### config.mk
export PLATFORM = sky130hd
export DESIGN_NAME = fwqs_store_unit
export DESIGN_NICKNAME = d
export VERILOG_FILES = /design/src/shared/fwqs_pkg.sv /design/src/core/fwqs_decode.sv /design/src/core/fwqs_store_unit.sv
export VERILOG_INCLUDE_DIRS = /design/src /design/src/shared
export SDC_FILE = /design/constraint.sdc
export NUM_CORES = 1
export LEC_CHECK = 0
export BUFFER_PORTS_ARGS = -buffer_cell sky130_fd_sc_hd__buf_2
export CAP_MARGIN = 20
export CORE_MARGIN = 8
export CORE_UTILIZATION = 45
export DETAILED_ROUTE_END_ITERATION = 8
export GPL_TIMING_DRIVEN = 0
export HOLD_SLACK_MARGIN = 0.12
export PLACE_DENSITY = 0.76
export SLEW_MARGIN = 10
export SYNTH_ARGS = -nofsm -noshare
export SYNTH_HDL_FRONTEND = slang
export SYNTH_SLANG_ARGS = --single-unit
### constraint.sdc
create_clock -name mclk -period 5.25 [get_ports mclk]
set_clock_uncertainty 0.05 [all_clocks]
set_input_delay 0.525 -clock mclk [delete_from_list [all_inputs] [get_ports mclk]]
set_output_delay 0.525 -clock mclk [all_outputs]
set_load 0.02 [all_outputs]
### src/shared/fwqs_defines.svh
// fwqs_defines.svh: opcodes, field positions and widths of the fp word/quad store decoder
// assumes instructions in big-endian bit numbering (bit 0 is the msb)
`ifndef FWQS_DEFINES_SVH
`define FWQS_DEFINES_SVH

`define FWQS_OP_QSTORE_D 6'h3c
`define FWQS_OP_QSTORE_DU 6'h3d
`define FWQS_OP_EXT 6'h1f
`define FWQS_XO_QSTORE_XU 10'h3b7
`define FWQS_XO_QSTORE_X 10'h397
`define FWQS_XO_WSTORE_X 10'h3d7
`define FWQS_SUB_D 2'h0
`define FWQS_SUB_DU 2'h1
`define FWQS_GPR_ZERO 5'h00
`define FWQS_FPR_LAST 5'h1f
`define FWQS_DW_STEP 32'h0000_0008
`define FWQS_LOW_WORD 31:0
// instruction fields, lsb-0 positions of the big-endian numbering
`define FWQS_F_OPCD 31:26
`define FWQS_F_SRC 25:21
`define FWQS_F_BASE 20:16
`define FWQS_F_INDEX 15:11
`define FWQS_F_DISP 15:2
`define FWQS_F_SUB 1:0
`define FWQS_F_XO 10:1
`define FWQS_F_REC 0
`define FWQS_DISP_SIGN 13
`define FWQS_DISP_EXT 16

`endif

### src/shared/fwqs_pkg.sv
// fwqs_pkg.sv: types shared by the decoder and its store-request issue logic
// assumes fwqs_defines.svh is included by the files that use the field macros
package fwqs_pkg;

    typedef enum logic [2:0] {
        FWQS_NONE = 3'h0,
        FWQS_WORD_X = 3'h1,
        FWQS_QUAD_D = 3'h2,
        FWQS_QUAD_DU = 3'h3,
        FWQS_QUAD_X = 3'h4,
        FWQS_QUAD_XU = 3'h5
    } fwqs_kind_t;

    typedef enum logic [1:0] {
        FWQS_IDLE = 2'h0,
        FWQS_FIRST = 2'h1,
        FWQS_SECOND = 2'h2
    } fwqs_state_t;

    // one store beat to the data storage subsystem
    typedef struct packed {
        logic [31:0] addr;
        logic [63:0] data;
        logic [7:0] byte_en;
        logic undef;
    } fwqs_store_t;

    // base register write-back
    typedef struct packed {
        logic [4:0] gpr;
        logic [31:0] value;
    } fwqs_gpr_wb_t;

endpackage : fwqs_pkg
### src/core/fwqs_decode.sv
// fwqs_decode.sv: combinational decode of the fp word and quad store forms
// assumes a 32-bit instruction word presented with its valid strobe
`timescale 1ns/1ps
`include "fwqs_defines.svh"

module fwqs_decode (
    input wire logic [31:0] insn,
    output fwqs_pkg::fwqs_kind_t kind,
    output logic [4:0] src_fpr,
    output logic [4:0] base_gpr,
    output logic [4:0] index_gpr,
    output logic [31:0] disp_offset,
    output logic record_bit
);
    wire [5:0] opcd = insn[`FWQS_F_OPCD];
    wire [9:0] xo = insn[`FWQS_F_XO];
    wire [1:0] sub = insn[`FWQS_F_SUB];
    wire [13:0] displacement_field = insn[`FWQS_F_DISP];
    wire is_ext = (opcd == `FWQS_OP_EXT);
    wire is_qd = (opcd == `FWQS_OP_QSTORE_D) && (sub == `FWQS_SUB_D);
    wire is_qdu = (opcd == `FWQS_OP_QSTORE_DU) && (sub == `FWQS_SUB_DU);
    wire is_qxu = is_ext && (xo == `FWQS_XO_QSTORE_XU);
    wire is_qx = is_ext && (xo == `FWQS_XO_QSTORE_X);
    wire is_wx = is_ext && (xo == `FWQS_XO_WSTORE_X);

    assign kind = is_qd ? fwqs_pkg::FWQS_QUAD_D :
                  is_qdu ? fwqs_pkg::FWQS_QUAD_DU :
                  is_qxu ? fwqs_pkg::FWQS_QUAD_XU :
                  is_qx ? fwqs_pkg::FWQS_QUAD_X :
                  is_wx ? fwqs_pkg::FWQS_WORD_X : fwqs_pkg::FWQS_NONE;
    assign src_fpr = insn[`FWQS_F_SRC];
    assign base_gpr = insn[`FWQS_F_BASE];
    assign index_gpr = insn[`FWQS_F_INDEX];
    assign record_bit = insn[`FWQS_F_REC];
    // sign-extend to 30 bits, then two zero bits on the right
    assign disp_offset = {{`FWQS_DISP_EXT{displacement_field[`FWQS_DISP_SIGN]}},
                          displacement_field, 2'h0};
endmodule : fwqs_decode

### src/core/fwqs_store_unit.sv
// fwqs_store_unit.sv: issue logic for fp integer-word and quad stores
// assumes register files answer reads in the same cycle, and the storage
// side accepts a beat when store_ready is high
// Behaviour
// - word store writes low 32 bits unconverted
// - indexed address: base plus index, or index
// - single-precision source may store undefined word
// - fp status and cr0 never modified
// - opcode 60 sub 00 is quad store
// - opcode 61 sub 01 is quad update
// - 31/951 indexed quad update; record bit
// - 31/919 indexed quad; base/index fields
// - two doublewords: source, next, wrap at 31
// - update forms write address to nonzero base
// - 31/983 is integer-word store
`timescale 1ns/1ps
`include "fwqs_defines.svh"

module fwqs_store_unit (
    input wire logic mclk,
    input wire logic rstn,
    input wire logic clk_en,
    input wire logic insn_valid,
    input wire logic [31:0] insn,
    output logic insn_ready,
    output logic insn_unknown,
    output logic [4:0] gpr_rd_a,
    output logic [4:0] gpr_rd_b,
    input wire logic [31:0] gpr_data_a,
    input wire logic [31:0] gpr_data_b,
    output logic [4:0] fpr_rd,
    input wire logic [63:0] fpr_data,
    input wire logic fpr_single_tag,
    output logic store_valid,
    output fwqs_pkg::fwqs_store_t store_beat,
    input wire logic store_ready,
    output logic gpr_wb_valid,
    output fwqs_pkg::fwqs_gpr_wb_t gpr_wb,
    output logic fpscr_we,
    output logic cr0_we
);
    // ------------------------------------------------------------
    // reset release
    // ------------------------------------------------------------
    logic rst_meta_reg;
    logic rst_sync_reg;
    always_ff @(posedge mclk or negedge rstn) begin
        if (!rstn) begin
            rst_meta_reg <= 1'b0;
            rst_sync_reg <= 1'b0;
        end else begin
            rst_meta_reg <= 1'b1;
            rst_sync_reg <= rst_meta_reg;
        end
    end
    wire rst_n = rst_sync_reg;

    // ------------------------------------------------------------
    // decode
    // ------------------------------------------------------------
    fwqs_pkg::fwqs_kind_t dec_kind;
    logic [4:0] dec_src;
    logic [4:0] dec_base;
    logic [4:0] dec_index;
    logic [31:0] dec_off;
    logic dec_rec;

    fwqs_decode u_decode (
        .insn(insn),
        .kind(dec_kind),
        .src_fpr(dec_src),
        .base_gpr(dec_base),
        .index_gpr(dec_index),
        .disp_offset(dec_off),
        .record_bit(dec_rec)
    );

    // ------------------------------------------------------------
    // held instruction and state
    // ------------------------------------------------------------
    fwqs_pkg::fwqs_state_t state_reg;
    fwqs_pkg::fwqs_state_t state_next;
    fwqs_pkg::fwqs_kind_t kind_reg;
    logic [4:0] src_reg;
    logic [4:0] base_reg;
    logic [31:0] ea_reg;
    logic insn_ready_reg;

    wire idle = (state_reg == fwqs_pkg::FWQS_IDLE);
    wire take = idle && insn_valid && insn_ready_reg;
    wire known = (dec_kind != fwqs_pkg::FWQS_NONE);
    wire is_disp = (dec_kind == fwqs_pkg::FWQS_QUAD_D) || (dec_kind == fwqs_pkg::FWQS_QUAD_DU);
    wire base_zero = (dec_base == `FWQS_GPR_ZERO);

    // register file read ports addressed straight from the fetched word;
    // the read is combinational so the address is sampled in the take cycle
    assign gpr_rd_a = dec_base;
    assign gpr_rd_b = dec_index;

    wire [31:0] base_term = base_zero ? 32'h0000_0000 : gpr_data_a;
    wire [31:0] idx_term = is_disp ? dec_off : gpr_data_b;
    wire [31:0] ea_calc = base_term + idx_term;

    wire is_quad_held = (kind_reg != fwqs_pkg::FWQS_WORD_X);
    wire is_upd_held = (kind_reg == fwqs_pkg::FWQS_QUAD_DU) ||
                       (kind_reg == fwqs_pkg::FWQS_QUAD_XU);
    wire [4:0] next_fpr = src_reg + 5'h01; // wraps 31 to 0 by width
    wire beat_done = store_valid && store_ready;
    // limitation: keep clk_en high while a beat is offered; the storage side
    // sees no enable, so a frozen beat that it accepts would be sent twice

    // fpr read follows the beat being issued
    wire [4:0] fpr_sel = (state_next == fwqs_pkg::FWQS_SECOND) ? next_fpr : src_reg;

    always_comb begin
        state_next = state_reg;
        case (state_reg)
            fwqs_pkg::FWQS_IDLE: begin
                if (take && known) begin
                    state_next = fwqs_pkg::FWQS_FIRST;
                end
            end
            fwqs_pkg::FWQS_FIRST: begin
                if (beat_done) begin
                    state_next = is_quad_held ? fwqs_pkg::FWQS_SECOND : fwqs_pkg::FWQS_IDLE;
                end
            end
            fwqs_pkg::FWQS_SECOND: begin
                if (beat_done) begin
                    state_next = fwqs_pkg::FWQS_IDLE;
                end
            end
            default: begin
                state_next = fwqs_pkg::FWQS_IDLE;
            end
        endcase
    end

    // ------------------------------------------------------------
    // beat formation
    // ------------------------------------------------------------
    // the fp register is read in the cycle the beat is loaded, so the
    // source data are captured one cycle after the held instruction
    logic load_first;
    logic load_second;
    assign load_first = (state_reg == fwqs_pkg::FWQS_FIRST) && !store_valid;
    assign load_second = (state_reg == fwqs_pkg::FWQS_FIRST) && beat_done && is_quad_held;
    fwqs_pkg::fwqs_store_t beat_next;
    always_comb begin
        beat_next = store_beat;
        if (load_first) begin
            beat_next.addr = ea_reg;
            if (kind_reg == fwqs_pkg::FWQS_WORD_X) begin
                beat_next.data = {32'h0000_0000, fpr_data[`FWQS_LOW_WORD]};
                beat_next.byte_en = 8'h0f;
                beat_next.undef = fpr_single_tag;
            end else begin
                beat_next.data = fpr_data;
                beat_next.byte_en = 8'hff;
                beat_next.undef = 1'b0;
            end
        end else if (load_second) begin
            beat_next.addr = ea_reg + `FWQS_DW_STEP;
            beat_next.data = fpr_data;
            beat_next.byte_en = 8'hff;
            beat_next.undef = 1'b0;
        end
    end
    assign fpr_rd = load_second ? next_fpr : fpr_sel;

    logic valid_next;
    assign valid_next = load_first || load_second ||
                        (store_valid && !store_ready);

    // write-back once the final beat is accepted; only update forms,
    // only with a nonzero base
    wire last_done = beat_done && (state_next == fwqs_pkg::FWQS_IDLE);
    wire wb_fire = last_done && is_upd_held && (base_reg != `FWQS_GPR_ZERO);

    // ------------------------------------------------------------
    // registers
    // ------------------------------------------------------------
    always_ff @(posedge mclk or negedge rst_n) begin
        if (!rst_n) begin
            state_reg <= fwqs_pkg::FWQS_IDLE;
            kind_reg <= fwqs_pkg::FWQS_NONE;
            src_reg <= 5'h00;
            base_reg <= 5'h00;
            ea_reg <= 32'h0000_0000;
            insn_ready_reg <= 1'b0;
            insn_unknown <= 1'b0;
            store_valid <= 1'b0;
            store_beat <= '0;
            gpr_wb_valid <= 1'b0;
            gpr_wb <= '0;
        end else if (clk_en) begin
            state_reg <= state_next;
            insn_ready_reg <= (state_next == fwqs_pkg::FWQS_IDLE) && !(take && known);
            insn_unknown <= take && !known;
            if (take && known) begin
                kind_reg <= dec_kind;
                src_reg <= dec_src;
                base_reg <= dec_base;
                ea_reg <= ea_calc;
            end
            store_valid <= valid_next;
            store_beat <= beat_next;
            gpr_wb_valid <= wb_fire;
            if (wb_fire) begin
                gpr_wb.gpr <= base_reg;
                gpr_wb.value <= ea_reg;
            end
        end
    end

    assign insn_ready = insn_ready_reg;
    // no path to the fp status register or cr field 0, record bit or not
    assign fpscr_we = 1'b0;
    assign cr0_we = 1'b0;

    // ------------------------------------------------------------
    // checks
    // ------------------------------------------------------------
    a_second_addr_step: assert property (@(posedge mclk) disable iff (!rst_n)
        (clk_en && load_second) |=> (store_beat.addr == $past(store_beat.addr) + 32'h8))
        else $error("second doubleword not eight bytes above first");
    a_wrap_fpr: assert property (@(posedge mclk) disable iff (!rst_n)
        (load_second && src_reg == 5'h1f) |-> (fpr_rd == 5'h00))
        else $error("fpr number did not wrap to zero");
    a_word_low_half: assert property (@(posedge mclk) disable iff (!rst_n)
        (clk_en && load_first && kind_reg == fwqs_pkg::FWQS_WORD_X)
        |=> (store_beat.byte_en == 8'h0f && store_beat.data[31:0] == $past(fpr_data[31:0])))
        else $error("word store data not low fpr word");
    a_index_only_ea: assert property (@(posedge mclk) disable iff (!rst_n)
        (clk_en && take && known && !is_disp && base_zero) |=> (ea_reg == $past(gpr_data_b)))
        else $error("zero base did not select index alone");
    a_indexed_sum: assert property (@(posedge mclk) disable iff (!rst_n)
        (clk_en && take && known && !is_disp && !base_zero)
        |=> (ea_reg == $past(gpr_data_a) + $past(gpr_data_b)))
        else $error("indexed address not base plus index");
    a_disp_offset: assert property (@(posedge mclk) disable iff (!rst_n)
        (clk_en && take && is_disp)
        |=> (ea_reg == $past(base_term) + {{16{$past(insn[15])}}, $past(insn[15:2]), 2'h0}))
        else $error("displacement address wrong");
    a_no_status_write: assert property (@(posedge mclk) disable iff (!rst_n)
        !(fpscr_we || cr0_we))
        else $error("status or cr0 written");
    a_update_writes_base: assert property (@(posedge mclk) disable iff (!rst_n)
        (clk_en && wb_fire) |=> (gpr_wb_valid && gpr_wb.value == $past(ea_reg)
                                 && gpr_wb.gpr != 5'h00))
        else $error("update form did not write base");
    a_nonupdate_quiet: assert property (@(posedge mclk) disable iff (!rst_n)
        (clk_en && last_done && !is_upd_held) |=> !gpr_wb_valid)
        else $error("non-update form wrote base");
    a_decode_opc60: assert property (@(posedge mclk) disable iff (!rst_n)
        (insn[31:26] == 6'h3c && insn[1:0] == 2'h0) |-> (dec_kind == fwqs_pkg::FWQS_QUAD_D))
        else $error("opcode 60 not decoded as quad store");
    a_decode_opc61: assert property (@(posedge mclk) disable iff (!rst_n)
        (insn[31:26] == 6'h3d && insn[1:0] == 2'h1) |-> (dec_kind == fwqs_pkg::FWQS_QUAD_DU))
        else $error("opcode 61 not decoded as quad update");
    a_decode_ext: assert property (@(posedge mclk) disable iff (!rst_n)
        (insn[31:26] == 6'h1f && (insn[10:1] == 10'h3b7 || insn[10:1] == 10'h397
                                  || insn[10:1] == 10'h3d7)) |-> known)
        else $error("indexed store form not decoded");
    a_undef_flag: assert property (@(posedge mclk) disable iff (!rst_n)
        (clk_en && load_first && kind_reg != fwqs_pkg::FWQS_WORD_X) |=> !store_beat.undef)
        else $error("quad beat flagged undefined");
    a_beat_holds: assert property (@(posedge mclk) disable iff (!rst_n)
        (store_valid && !store_ready) |=> (store_valid && store_beat == $past(store_beat)))
        else $error("offered beat changed before acceptance");
    a_quad_first_beat: assert property (@(posedge mclk) disable iff (!rst_n)
        (clk_en && load_first && kind_reg != fwqs_pkg::FWQS_WORD_X)
        |=> (store_beat.addr == $past(ea_reg) && store_beat.data == $past(fpr_data)
             && store_beat.byte_en == 8'hff))
        else $error("first quad beat wrong");
    a_quad_second_data: assert property (@(posedge mclk) disable iff (!rst_n)
        (clk_en && load_second)
        |=> (store_beat.data == $past(fpr_data) && store_beat.byte_en == 8'hff))
        else $error("second quad beat data wrong");
    a_word_undef_tag: assert property (@(posedge mclk) disable iff (!rst_n)
        (clk_en && load_first && kind_reg == fwqs_pkg::FWQS_WORD_X)
        |=> (store_beat.undef == $past(fpr_single_tag)))
        else $error("word store undefined flag wrong");
    a_record_no_cr0: assert property (@(posedge mclk) disable iff (!rst_n)
        (take && dec_rec) |-> !(cr0_we || fpscr_we))
        else $error("record bit reached status or cr0");
    a_zero_base_kept: assert property (@(posedge mclk) disable iff (!rst_n)
        (clk_en && last_done && base_reg == 5'h00) |=> !gpr_wb_valid)
        else $error("zero base register written back");
    a_wb_target_base: assert property (@(posedge mclk) disable iff (!rst_n)
        (clk_en && wb_fire) |=> (gpr_wb.gpr == $past(base_reg)))
        else $error("write-back to wrong register");
    a_word_one_beat: assert property (@(posedge mclk) disable iff (!rst_n)
        (clk_en && beat_done && state_reg == fwqs_pkg::FWQS_FIRST
         && kind_reg == fwqs_pkg::FWQS_WORD_X) |=> !store_valid)
        else $error("word store issued a second beat");
    a_unknown_dropped: assert property (@(posedge mclk) disable iff (!rst_n)
        (clk_en && take && !known)
        |=> (insn_unknown && !store_valid && state_reg == fwqs_pkg::FWQS_IDLE))
        else $error("unknown word not dropped");
    a_disp_zero_base: assert property (@(posedge mclk) disable iff (!rst_n)
        (clk_en && take && is_disp && base_zero)
        |=> (ea_reg == {{16{$past(insn[15])}}, $past(insn[15:2]), 2'h0}))
        else $error("zero base displacement address wrong");
endmodule : fwqs_store_unit

### Yosys cells after proc, flatten, opt, wreduce, memory -nomap -nowiden

Index checks and enable logic that the tools add are counted.
W data, S select, Z words.

* bits in registers: 195
* latch bits: 0
* RAM bits: 0
* ROM bits: 0
* output and inout bits: 163
* word-level logic and storage cells: 89
* memories kept: 0

* add/sub/neg operators: 3
* multiply operators: 0
* divide/modulo/power cells: 0
* order comparisons: 0
* eq/ne operators: 16
* shift-type cells: 0
* muxes and demuxes: 17
* bitwise operators: 0
* reduce and logical (&&, ||, !) cells: 36

Operators with widths (number)
* $mux W105: 2
* $mux W73: 1
* $mux W32: 2
* $add A32 B32 Y32: 1
* $add A32 B4 Y32 const B: 1
* $eq A10 B10 Y1 const B: 3
* $logic_and A1 B1 Y1: 18
* $eq A6 B6 Y1 const B: 2
* $mux W3: 4
* $mux W5: 2
* $eq A3 B2 Y1 const B: 3
* $mux W2: 4
* $eq A6 B5 Y1 const B: 1
* $logic_not A2 Y1: 3
* $pmux W2 S3: 1
* $reduce_and A2 Y1: 3
* $add A5 B1 Y5 const B: 1
* $logic_not A5 Y1: 1
* $reduce_bool A5 Y1: 1
* $eq A2 B1 Y1 const B: 2
* $eq A2 B2 Y1 const B: 2
* $logic_not A1 Y1: 4
* $logic_or A1 B1 Y1: 4
* $eq A3 B1 Y1 const B: 1
* 5 further kinds: 5

### Longest topological paths before layout

Gate-level depths: netlist of the first run.

* depth in word-level cells: 16
* gate-level depth with buffers: 17
* depth with buffers taken out: 16

### By module

A second synthesis of the first run with hierarchy kept.

* cell total of the unflattened synthesis: 1087
* area, all modules: 10546.4 um^2

By module, submodules not included
* fwqs_store_unit: instances 1, cells an instance 1026, area an instance 10097.2 um^2
* fwqs_decode: instances 1, cells an instance 61, area an instance 449.2 um^2

### Worst setup path after synthesis of the first run

Ideal clock, no wire load.

* kind: input port to flip-flop
* from: input insn[30]
* to: register ea_reg[30]
* library setup time: 0.130 ns
* arrival time: 3.593 ns
* data required time: 5.070 ns
* path slack: 1.477 ns
* stages on the path: 16
* buffers on the path: 2
* path through: nand3_1 > nor4b_2 > and3_1 > clkbuf_1 > clkbuf_1 > a21o_1 > ha_1 > a21oi_1 > o21bai_1 > a2111oi_0 > nor4_1 > a211oi_2 > nand2_1 > a311o_1 > xnor2_1 > o21ai_1

* longest elaborated chain between the ends: 11
* elaborated cells between the ends (all ways): 21

Ends and longest elaborated chain
* start: declaration: RTL line fwqs_store_unit.sv:24 `input wire logic [31:0] insn,`
* $eq A6 B5 Y1 (no line)
* $logic_and A1 B1 Y1: RTL line fwqs_decode.sv:24 `` wire is_wx = is_ext && (xo == `FWQS_XO_WSTORE_X); ``
* $mux W1: RTL line fwqs_decode.sv:30 `is_wx ? fwqs_pkg::FWQS_WORD_X : fwqs_pkg::FWQS_NONE;`
* $mux W3: RTL line fwqs_decode.sv:29 `is_qx ? fwqs_pkg::FWQS_QUAD_X :`
* $mux W3: RTL line fwqs_decode.sv:28 `is_qxu ? fwqs_pkg::FWQS_QUAD_XU :`
* $mux W3: RTL line fwqs_decode.sv:27 `is_qdu ? fwqs_pkg::FWQS_QUAD_DU :`
* $mux W3 *: RTL line fwqs_decode.sv:26 `assign kind = is_qd ? fwqs_pkg::FWQS_QUAD_D :`
* $eq A3 B2 Y1: RTL line fwqs_store_unit.sv:92 `wire is_disp = (dec_kind == fwqs_pkg::FWQS_QUAD_D) || (dec_kind == fwqs_pkg::FWQS_QUAD_DU);`
* $logic_or A1 B1 Y1: RTL line fwqs_store_unit.sv:92
* $mux W32: RTL line fwqs_store_unit.sv:101 `wire [31:0] idx_term = is_disp ? dec_off : gpr_data_b;`
* $add A32 B32 Y32: RTL line fwqs_store_unit.sv:102 `wire [31:0] ea_calc = base_term + idx_term;`
* end signal: assignment: RTL line fwqs_store_unit.sv:204 `ea_reg <= ea_calc;`
* end: declaration: RTL line fwqs_store_unit.sv:86 `logic [31:0] ea_reg;`

Every way passes the cells marked *; elsewhere a longest branch is shown, timed or not.
A chain may end at the register's enable or synchronous reset.

### Worst setup path after layout of the first run

* from: input insn[17]
* to: register ea_reg[30]

* longest elaborated chain between the ends: 3

Ends and longest elaborated chain
* $logic_not A5 Y1 (no line)
* $mux W32: RTL line fwqs_store_unit.sv:100 `wire [31:0] base_term = base_zero ? 32'h0000_0000 : gpr_data_a;`
* $add A32 B32 Y32: RTL line fwqs_store_unit.sv:102

Every way passes these cells.

==> results of run 1 <==
-- Yosys cell counts (10+ instances only) --
cell type,instances
buf_4,18
dfrtp_1,189
mux2_4,35
nand2_1,278
nor2_1,27
xnor2_1,33
a21oi_1,27
inv_1,20
nor2b_1,33
o21ai_0,66
a21o_1,33
mux2_2,28
nand3_1,53
clkbuf_1,32
ha_1,33
and3_1,10
xor2_1,28
-- final cells by class --
type,count,share of cell area
multi-input combinational,786,0.387
tap,285,0.0277
clock buffer,18,0.0341
sequential,189,0.368
clock inverter,13,0.0143
inverter,20,0.00583
timing repair buffer,329,0.133
buffer,68,0.0304
-- worst max path at each step --
stage / slack, ps / start / cells past startpoint / end
2_1_floorplan: 1480 / insn[30] / 16 / ea_reg[30]
3_3_place_gp: 600 / insn[17] / 17 / ea_reg[30]
3_5_place_dp: 570 / insn[17] / 17 / ea_reg[30]
4_1_cts: 1030 / insn[17] / 17 / ea_reg[30]
5_1_grt: 550 / insn[30] / 17 / ea_reg[30]
6_report: 1050 / insn[17] / 17 / ea_reg[30]
-- power by group through the flow --
stage | clock network [W] | logic, W | registers [W]
detailed placement | 0 | 0.00156 | 0.00197
floorplan | 0 | 0.000622 | 0.00229
global route | 0.00146 | 0.00170 | 0.00198
finish | 0.00137 | 0.00154 | 0.00194
global placement | 0 | 0.00150 | 0.00198
CTS | 0.00140 | 0.00156 | 0.00194
-- cells in the final DEF (no fill, tap or decap), types with 32 or more instances in the layout --
| cell | synthesis | final |
|---|---|---|
| clkbuf_1 | 32 | 32 |
| nand2_1 | 278 | 278 |
| buf_2 | 4 | 329 |
| mux2_4 | 35 | 35 |
| o21ai_0 | 66 | 66 |
| nand3_1 | 53 | 53 |
| dfrtp_1 | 189 | 188 |
| ha_1 | 33 | 33 |
| nor2b_1 | 33 | 33 |
| a21o_1 | 33 | 33 |
| xnor2_1 | 33 | 33 |
-- cell families after synthesis --
group | share of synthesized area
xor gates and xnor gates | 0.0525
other | 0.000738
AOI/OAI and AO/OA | 0.107
buffers and inverters | 0.0459
muxes | 0.0856
and+or+nand+nor | 0.201
adders and majority gates | 0.0426
DFF | 0.465
-- worst min-delay path, stage by stage --
cell and delay (ps):
buf_2 70, nand2_1 40, nand2_1 40
-- metrics by stage --
step,setup slack (ps),utilization
after floorplan,1480,-
after global placement,602,0.542
after detailed placement,566,0.545
after CTS,1030,0.574
after global routing,547,0.574
final,1050,0.574
-- routing by layer --
layer	global-route usage	wire [um]
met4	0.0795	852
met2	0.372	14700
met3	0.0570	1760
met1	0.253	12500
met5	0	0
==> impl_metrics.yaml, run 1 <==
placement:
  port_buffers: 325
  dpl_cell_area_um2: 12200
  place.detailed.hpwl_um: 24500
  replace_congestion: 0.879
  numPlacedInstances: 1676
flow_run:
  max_cap_viol_count: 0
logic_synthesis:
  synth-async-reset-ratio: 1.00
  synthesis.instances: 1062
  syn_avg_cell_area_um2: 9.58
  synth-edff-count: 0
  yosysSeqAreaShare: 0.465
  synth.area.top_cells: "dfrtp_1 47%, nand2_1 10%, mux2_4 5.2%"
  synthDistinctLibCells: 68
  yosys_warnings: 0
  syn_area_um2: 10200
  synth.ff_latch_count: 189
  synth_top_area_share: 0.465
  synth_area_leader: "dfrtp_1"
  synth_ff_type: "dfrtp_1"
floorplanning:
  die-width_um: 166
  fp.dieArea_um2: 27700
  number_of_rows_created_at_floorplan: 55
  floorplan.initialDensity: 0.453
  design.core.area_um2: 22400
  boundaryPins: 329
  fp.dieH_um: 166
detailed_routing:
  drt-initial-drc-count: 481
  detail_route.drc_violations: 0
  via_count: 8657
  detailedRoute.firstPassIterationCount: 4
  routedWlPerCell_um: 17.4
  postRouteAntennaNets: 0
  postRouteWirelength_um: 29800
  post_drt_via_cell_ratio: 5.07
cells_and_area:
  antenna_cells: 0
  fillCellCount: 1988
  final_layout_size_suffix_gt1_frac: 0.327
  footprint_of_the_multi_input_gates_um2: 4980
  syn2layout_area_growth_pct: 26.5
  finalNetCount: 1611
  final-instance-count-excl-fill: 1708
  register_cell_area_after_layout_um2: 4730
  non_filler_cell_area_final_um2: 12900
  max_ffs_per_register: 99
global_routing:
  via_count_of_the_first_global_routing_pass: 9074
  antenna_violations_before_repair: 0
  grt_usage: 0.215
  largest_net_degree_at_the_start_of_global_routing: 63
  globalRouteOverflowTotal: 0
  grt_pass1_wl_um: 47900
timing:
  totalNegativeSetupSlack_ps: 0
  tightestPinTransition_ps: 781
  timing.final.setup_violations: 0
  fmax_mhz: 238
  period_share: 0.800
  timing.slew.headroom: 0.478
  rsz0062_at_grt: "no"
  hold_ws_ps: 235
  slew_violations: 0
  number_of_failing_hold_endpoints_at_the_final_stage: 0
  finalWorstPathRequiredPeriod_ps: 4200
clock_tree:
  cells_resized_by_post_cts_repair: 0
  clock-sinks: 189
  cts_buffer_depth: 2
  cts_hold_buffers: 1
  postCtsSetupRepairBufs: 0
  ctsRootBufferMaster: "clkbuf_16"
  htree_num_levels: 4
  cts-buffers-inserted: 17
  worstSkewPairLatency_ps: 420
  cts.clk_slew.worst_paths_ps: 70
  cts_tree: "yes"
power:
  seqPwrFrac: 0.401
  intPower_w: 0.00311
  vdd_drop_max_uv: 217
  power_frac_comb: 0.317
  power-per-cell-area_nw_per_um2: 377
  power_total_w: 0.00485
  leakagePower_nw: 7.01
  power_spent_charging_and_discharging_nets_w: 0.00173
  power.share.clock: 0.282
  sw_frac_of_total: 0.357
worst_setup_path:
  worstSetupStartpointType: "primary input"
  critical_path.reg2reg.endpoint: "store_beat[64]"
  worst-r2r-cell-count: 8
  rrSetupSlack_ps: 2440
  critPathKind: "in2reg"
  path_max_fanout: 10
  regToRegStartpoint: "kind_reg[1]"
  type_of_element_capturing_the_critical_path: "flop"
  worstPathCellList: "buf_2 -> or4_1 -> nor2_1 -> clkbuf_1 -> nor2b_1 -> ha_1 -> inv_1 -> fa_1 -> nor2b_1 -> o31ai_1 -> a21oi_1 -> o21ai_1 -> a211o_1 -> nand2_1 -> a311o_1 -> xnor2_1 -> o21ai_1"
  crit_required_ps: 5490
  worst_path_largest_cell_delay_ps: 570
  timing.critical_path.arrival_ps: 4450
  cpMaxStageDelayCell: "or4_1"
  worstPathBufferInverterCount: 3
  top_family_by_delay_on_critical_path: "compound AO/OA/AOI/OAI gates"
outcome:
  status: "completed"
hold_path:
  hold-path-endpoint: "store_beat[31]"
  timing.hold.worst_path_depth: 3
  hold_path_class: "in2reg"
  hold_path_startpoint: "fpr_data[22]"
Power figures use the tool's default switching activity.
==> run 2, diff against run 1 <==
--- a/config.mk
+++ b/config.mk
@@ -13,7 +13,7 @@
 export DETAILED_ROUTE_END_ITERATION = 8
 export GPL_TIMING_DRIVEN = 0
 export HOLD_SLACK_MARGIN = 0.12
-export PLACE_DENSITY = 0.76
+export PLACE_DENSITY = 0.73
 export SLEW_MARGIN = 10
 export SYNTH_ARGS = -nofsm -noshare
 export SYNTH_HDL_FRONTEND = slang
==> constraint.sdc (replaced) <==
create_clock -name mclk -period 4.2 [get_ports mclk]
set_clock_uncertainty 0.05 [all_clocks]
set_input_delay 0.42 -clock mclk [delete_from_list [all_inputs] [get_ports mclk]]
set_output_delay 0.42 -clock mclk [all_outputs]
set_load 0.02 [all_outputs]
==> impl_metrics.yaml, run 2 (same netlist as run 1, synthesis figures left out) <==
clock_tree:
  clock-sinks: 189
  htree_num_levels: 4
  cts_tree: "yes"
  postCtsSetupRepairBufs: 0
  ctsRootBufferMaster: "clkbuf_16"
  cts.clk_slew.worst_paths_ps: 70
  worstSkewPairLatency_ps: 420
  cts-buffers-inserted: 17
  cts_buffer_depth: 2
cells_and_area:
  fillCellCount: 2042
  mostFrequentLayoutCell: "buf_2"
  max_ffs_per_register: 99
  layout_common_cells: "329 x buf_2, 278 x nand2_1, 188 x dfrtp_1"
  final-instance-count-excl-fill: 1715
  finalNetCount: 1617
  antenna_cells: 0
  syn2layout_area_growth_pct: 27.8
  final_layout_size_suffix_gt1_frac: 0.329
timing:
  timing.final.setup_violations: 0
  finalWorstPathRequiredPeriod_ps: 3920
  rsz0062_at_grt: "no"
  slew_violations: 0
  hold_ws_ps: 121
  fmax_mhz: 255
  timing.slew.headroom: 0.466
  number_of_failing_hold_endpoints_at_the_final_stage: 0
  tightestPinTransition_ps: 799
  period_share: 0.933
worst_setup_path:
  worstPathBufferInverterCount: 3
  type_of_element_capturing_the_critical_path: "flop"
  cpMaxStageDelayCell: "or4_1"
  worstPathCellList: "buf_2 -> or4_1 -> nor2_2 -> clkbuf_2 -> nor2b_1 -> ha_1 -> inv_1 -> fa_1 -> nor2b_1 -> o31ai_1 -> a21oi_1 -> o21ai_1 -> a211o_1 -> nand2_1 -> a311o_1 -> xnor2_1 -> o21ai_1"
  timing.critical_path.arrival_ps: 4160
  crit_required_ps: 4440
  path_max_fanout: 10
  worstSetupStartpointType: "primary input"
  top_family_by_delay_on_critical_path: "compound AO/OA/AOI/OAI gates"
  critPathKind: "in2reg"
  worst_path_largest_cell_delay_ps: 590
floorplanning:
  fp.dieArea_um2: 27700
  number_of_rows_created_at_floorplan: 55
  boundaryPins: 329
  design.core.area_um2: 22400
  die-width_um: 166
  fp.dieH_um: 166
  floorplan.initialDensity: 0.453
detailed_routing:
  routedWlPerCell_um: 17.4
  postRouteWirelength_um: 29900
  postRouteAntennaNets: 0
  drt-initial-drc-count: 499
  post_drt_via_cell_ratio: 5.07
  via_count: 8695
  detail_route.drc_violations: 0
  detailedRoute.firstPassIterationCount: 4
placement:
  replace_congestion: 0.865
  port_buffers: 325
  place.detailed.hpwl_um: 24300
  numPlacedInstances: 1676
hold_path:
  hold_path_class: "reg2async"
outcome:
  status: "completed"
power:
  power_total_w: 0.00616
  leakagePower_nw: 7.05
  seqPwrFrac: 0.394
  power_spent_charging_and_discharging_nets_w: 0.00220
  sw_frac_of_total: 0.356
  intPower_w: 0.00397
  power.share.clock: 0.293
  power_frac_comb: 0.314
  power-per-cell-area_nw_per_um2: 474
  vdd_drop_max_uv: 266
global_routing:
  largest_net_degree_at_the_start_of_global_routing: 64
  antenna_violations_before_repair: 0
  grt_usage: 0.217
  grt_pass1_wl_um: 48300
  via_count_of_the_first_global_routing_pass: 8982
  globalRouteOverflowTotal: 0
flow_run:
  max_cap_viol_count: 0
==> run 2: stage by stage <==
stage	cell area [um^2]	worst slack, ps	util	TNS (ps)
5_1_grt	13000	31.8	0.579	0
4_1_cts	13000	69.3	0.578	0
2_1_floorplan	10200	532	-	0
3_5_place_dp	12200	-366	0.546	-3210
3_3_place_gp	12200	-334	0.542	-18820
6_report	13000	282	0.579	0
==> run 2: what timing repair did <==
| action | in CTS | in global routing |
|---|---|---|
| hold endpoints to repair | 6 | 2 |
| resized for setup | 0 | 9 |
| setup endpoints to repair | 0 | 10 |
| hold buffers | 5 | 2 |
==> run 2: area by class of cell <==
| type | instances | area [um^2] | share of cell area |
|---|---|---|---|
| buffer | 68 | 395 | 0.0304 |
| clock buffer | 18 | 439 | 0.0338 |
| clock inverter | 14 | 229 | 0.0176 |
| inverter | 20 | 75.1 | 0.00578 |
| multi-input combinational | 786 | 4990 | 0.384 |
| sequential | 189 | 4730 | 0.364 |
| tap | 285 | 357 | 0.0274 |
| timing repair buffer | 335 | 1780 | 0.137 |
==> run 2: worst paths after layout <==
kind	cells after the start	end	slack (ps)	from
max	17	ea_reg[30]	280	insn[17]
max in group asynchronous	1	gpr_wb[15]	3410	rst_n
min in group mclk	3	store_beat[32]	130	fpr_data[23]
min	0	store_beat[9]	120	rst_n
min reg2reg	0	store_beat[9]	120	rst_n
max reg2reg	8	store_beat[68]	1440	kind_reg[1]
==> run 2: power groups by stage <==
stage / Sequential [W] / Combinational (W) / Clock, W
final: 0.00243 / 0.00193 / 0.00180
after global routing: 0.00247 / 0.00213 / 0.00192
after CTS: 0.00243 / 0.00196 / 0.00184
after detailed placement: 0.00246 / 0.00195 / 0
after global placement: 0.00247 / 0.00188 / 0
after floorplan: 0.00287 / 0.000778 / 0
==> run 2: layer usage <==
metal	track usage	part of all wire	up-vias
met1	0.254	0.42	4097
li1	-	-	4293
met4	0.0768	0.030	0
met2	0.378	0.49	268
met5	0	0	-
met3	0.0563	0.059	37
==> run 3, diff against run 2 <==
==> constraint.sdc (replaced) <==
create_clock -name mclk -period 4.94 [get_ports mclk]
set_clock_uncertainty 0.05 [all_clocks]
set_input_delay 0.494 -clock mclk [delete_from_list [all_inputs] [get_ports mclk]]
set_output_delay 0.494 -clock mclk [all_outputs]
set_load 0.02 [all_outputs]
==> impl_metrics.yaml, run 3 (same netlist as run 1, synthesis figures left out) <==
outcome:
  status: "completed"
timing:
  fmax_mhz: 237
  timing.slew.headroom: 0.475
  number_of_failing_hold_endpoints_at_the_final_stage: 0
  finalWorstPathRequiredPeriod_ps: 4220
  timing.final.setup_violations: 0
  period_share: 0.854
  tightestPinTransition_ps: 786
  slew_violations: 0
  rsz0062_at_grt: "no"
  totalNegativeSetupSlack_ps: 0
cells_and_area:
  finalNetCount: 1611
  max_ffs_per_register: 99
  mostFrequentLayoutCell: "buf_2"
  fillCellCount: 2056
  final_layout_size_suffix_gt1_frac: 0.328
  final-instance-count-excl-fill: 1709
  layout_common_cells: "329 x buf_2, 278 x nand2_1, 188 x dfrtp_1"
  syn2layout_area_growth_pct: 27.1
  antenna_cells: 0
  non_filler_cell_area_final_um2: 12900
clock_tree:
  clock-sinks: 189
  cts.clk_slew.worst_paths_ps: 70
  cts-buffers-inserted: 17
  worstSkewPairLatency_ps: 420
  cts_tree: "yes"
  htree_num_levels: 4
  ctsRootBufferMaster: "clkbuf_16"
  cts_buffer_depth: 2
global_routing:
  grt_usage: 0.216
  grt_max_usage_layer: "met2"
  largest_net_degree_at_the_start_of_global_routing: 64
  met3_usage: 0.0556
  grt_pass1_wl_um: 48200
  antenna_violations_before_repair: 0
  grtUsageMet2: 0.377
  globalRouteOverflowTotal: 0
  groute.layer.met1.usage: 0.254
  via_count_of_the_first_global_routing_pass: 8939
power:
  vdd_drop_max_uv: 224
  power-per-cell-area_nw_per_um2: 405
  leakagePower_nw: 7.01
placement:
  numPlacedInstances: 1676
  place.detailed.hpwl_um: 24300
  port_buffers: 325
  dpl_cell_area_um2: 12200
  replace_congestion: 0.865
detailed_routing:
  routedWlPerCell_um: 17.4
  drt-initial-drc-count: 499
  detail_route.drc_violations: 0
  post_drt_via_cell_ratio: 5.07
  detailedRoute.firstPassIterationCount: 5
  postRouteAntennaNets: 0
  postRouteWirelength_um: 29800
  via_count: 8662
worst_setup_path:
  timing.critical_path.arrival_ps: 4460
  type_of_element_capturing_the_critical_path: "flop"
  worst_path_largest_cell_delay_ps: 580
  cpMaxStageDelayCell: "or4_1"
  crit_required_ps: 5180
  worstPathBufferInverterCount: 3
  critPathKind: "in2reg"
  path_max_fanout: 10
  worstSetupStartpointType: "primary input"
  top_family_by_delay_on_critical_path: "compound AO/OA/AOI/OAI gates"
  worstPathCellList: "buf_2 -> or4_1 -> nor2_1 -> clkbuf_1 -> nor2b_1 -> ha_1 -> inv_1 -> fa_1 -> nor2b_1 -> o31ai_1 -> a21oi_1 -> o21ai_1 -> a211o_1 -> nand2_1 -> a311o_1 -> xnor2_1 -> o21ai_1"
floorplanning:
  number_of_rows_created_at_floorplan: 55
  floorplan.initialDensity: 0.453
  design.core.area_um2: 22400
  fp.dieH_um: 166
  die-width_um: 166
  boundaryPins: 329
  fp.dieArea_um2: 27700
hold_path:
  hold_path_class: "reg2async"
flow_run:
  max_cap_viol_count: 0
## run 3: what timing repair did
| item | 4_1_cts | 5_1_grt |
|---|---|---|
| hold endpoints to repair | 2 | 0 |
| gates resized for setup | 0 | 0 |
| setup buffers | 0 | 0 |
| hold buffers | 1 | 0 |
## run 3: worst register-to-register path: cells and delay by family (launching register included)
family | cells | cell delay, ps
buf+inv | 3 | 990
compound gates | 1 | 220
flops | 1 | 400
simple gates | 4 | 1040
## run 3: layout make-up
| type | instances | area [um^2] | share of cell area |
|---|---|---|---|
| Timing Repair Buffer | 329 | 1720 | 0.133 |
| Sequential cell | 189 | 4730 | 0.366 |
| Clock inverter | 14 | 229 | 0.0177 |
| Inverter | 20 | 75.1 | 0.00581 |
| Buffer | 68 | 392 | 0.0303 |
| Clock buffer | 18 | 439 | 0.0340 |
| Tap cell | 285 | 357 | 0.0276 |
| Multi-Input combinational cell | 786 | 4980 | 0.385 |
## run 3: worst paths after layout
kind | startpoint | endpoint | slack (ps) | cells after the start
hold reg to reg | rst_n | store_beat[9] | 120 | 0
setup reg to reg | kind_reg[1] | store_beat[68] | 2180 | 8
hold / removal | rst_n | store_beat[9] | 120 | 0
setup / recovery | insn[17] | ea_reg[30] | 720 | 17
min in group mclk | fpr_data[26] | store_beat[35] | 200 | 3
max in group asynchronous | rst_n | gpr_wb[15] | 4150 | 1
## run 3: report_power, final
part	total (W)	switching (W)	internal (W)
clock	0.00153	0.000607	0.000923
sequential	0.00206	0.000204	0.00186
combinational	0.00164	0.00105	0.000586
total	0.00523	0.00186	0.00337
## run 3: metal layers
layer,part of all wire,vias to the layer above
met2,0.49,280
met1,0.43,4070
met4,0.025,0
li1,-,4281
met5,0,-
met3,0.058,31
## run 3: per-stage QoR
step | power, W | util | hold slack [ps] | setup WS [ps]
6_report | 0.00523 | 0.576 | 119 | 723
3_3_place_gp | 0.00370 | 0.542 | 229 | 332
3_5_place_dp | 0.00375 | 0.546 | 117 | 300
2_1_floorplan | 0.00310 | - | 148 | 1200
5_1_grt | 0.00553 | 0.576 | 128 | 398
4_1_cts | 0.00529 | 0.576 | 123 | 735
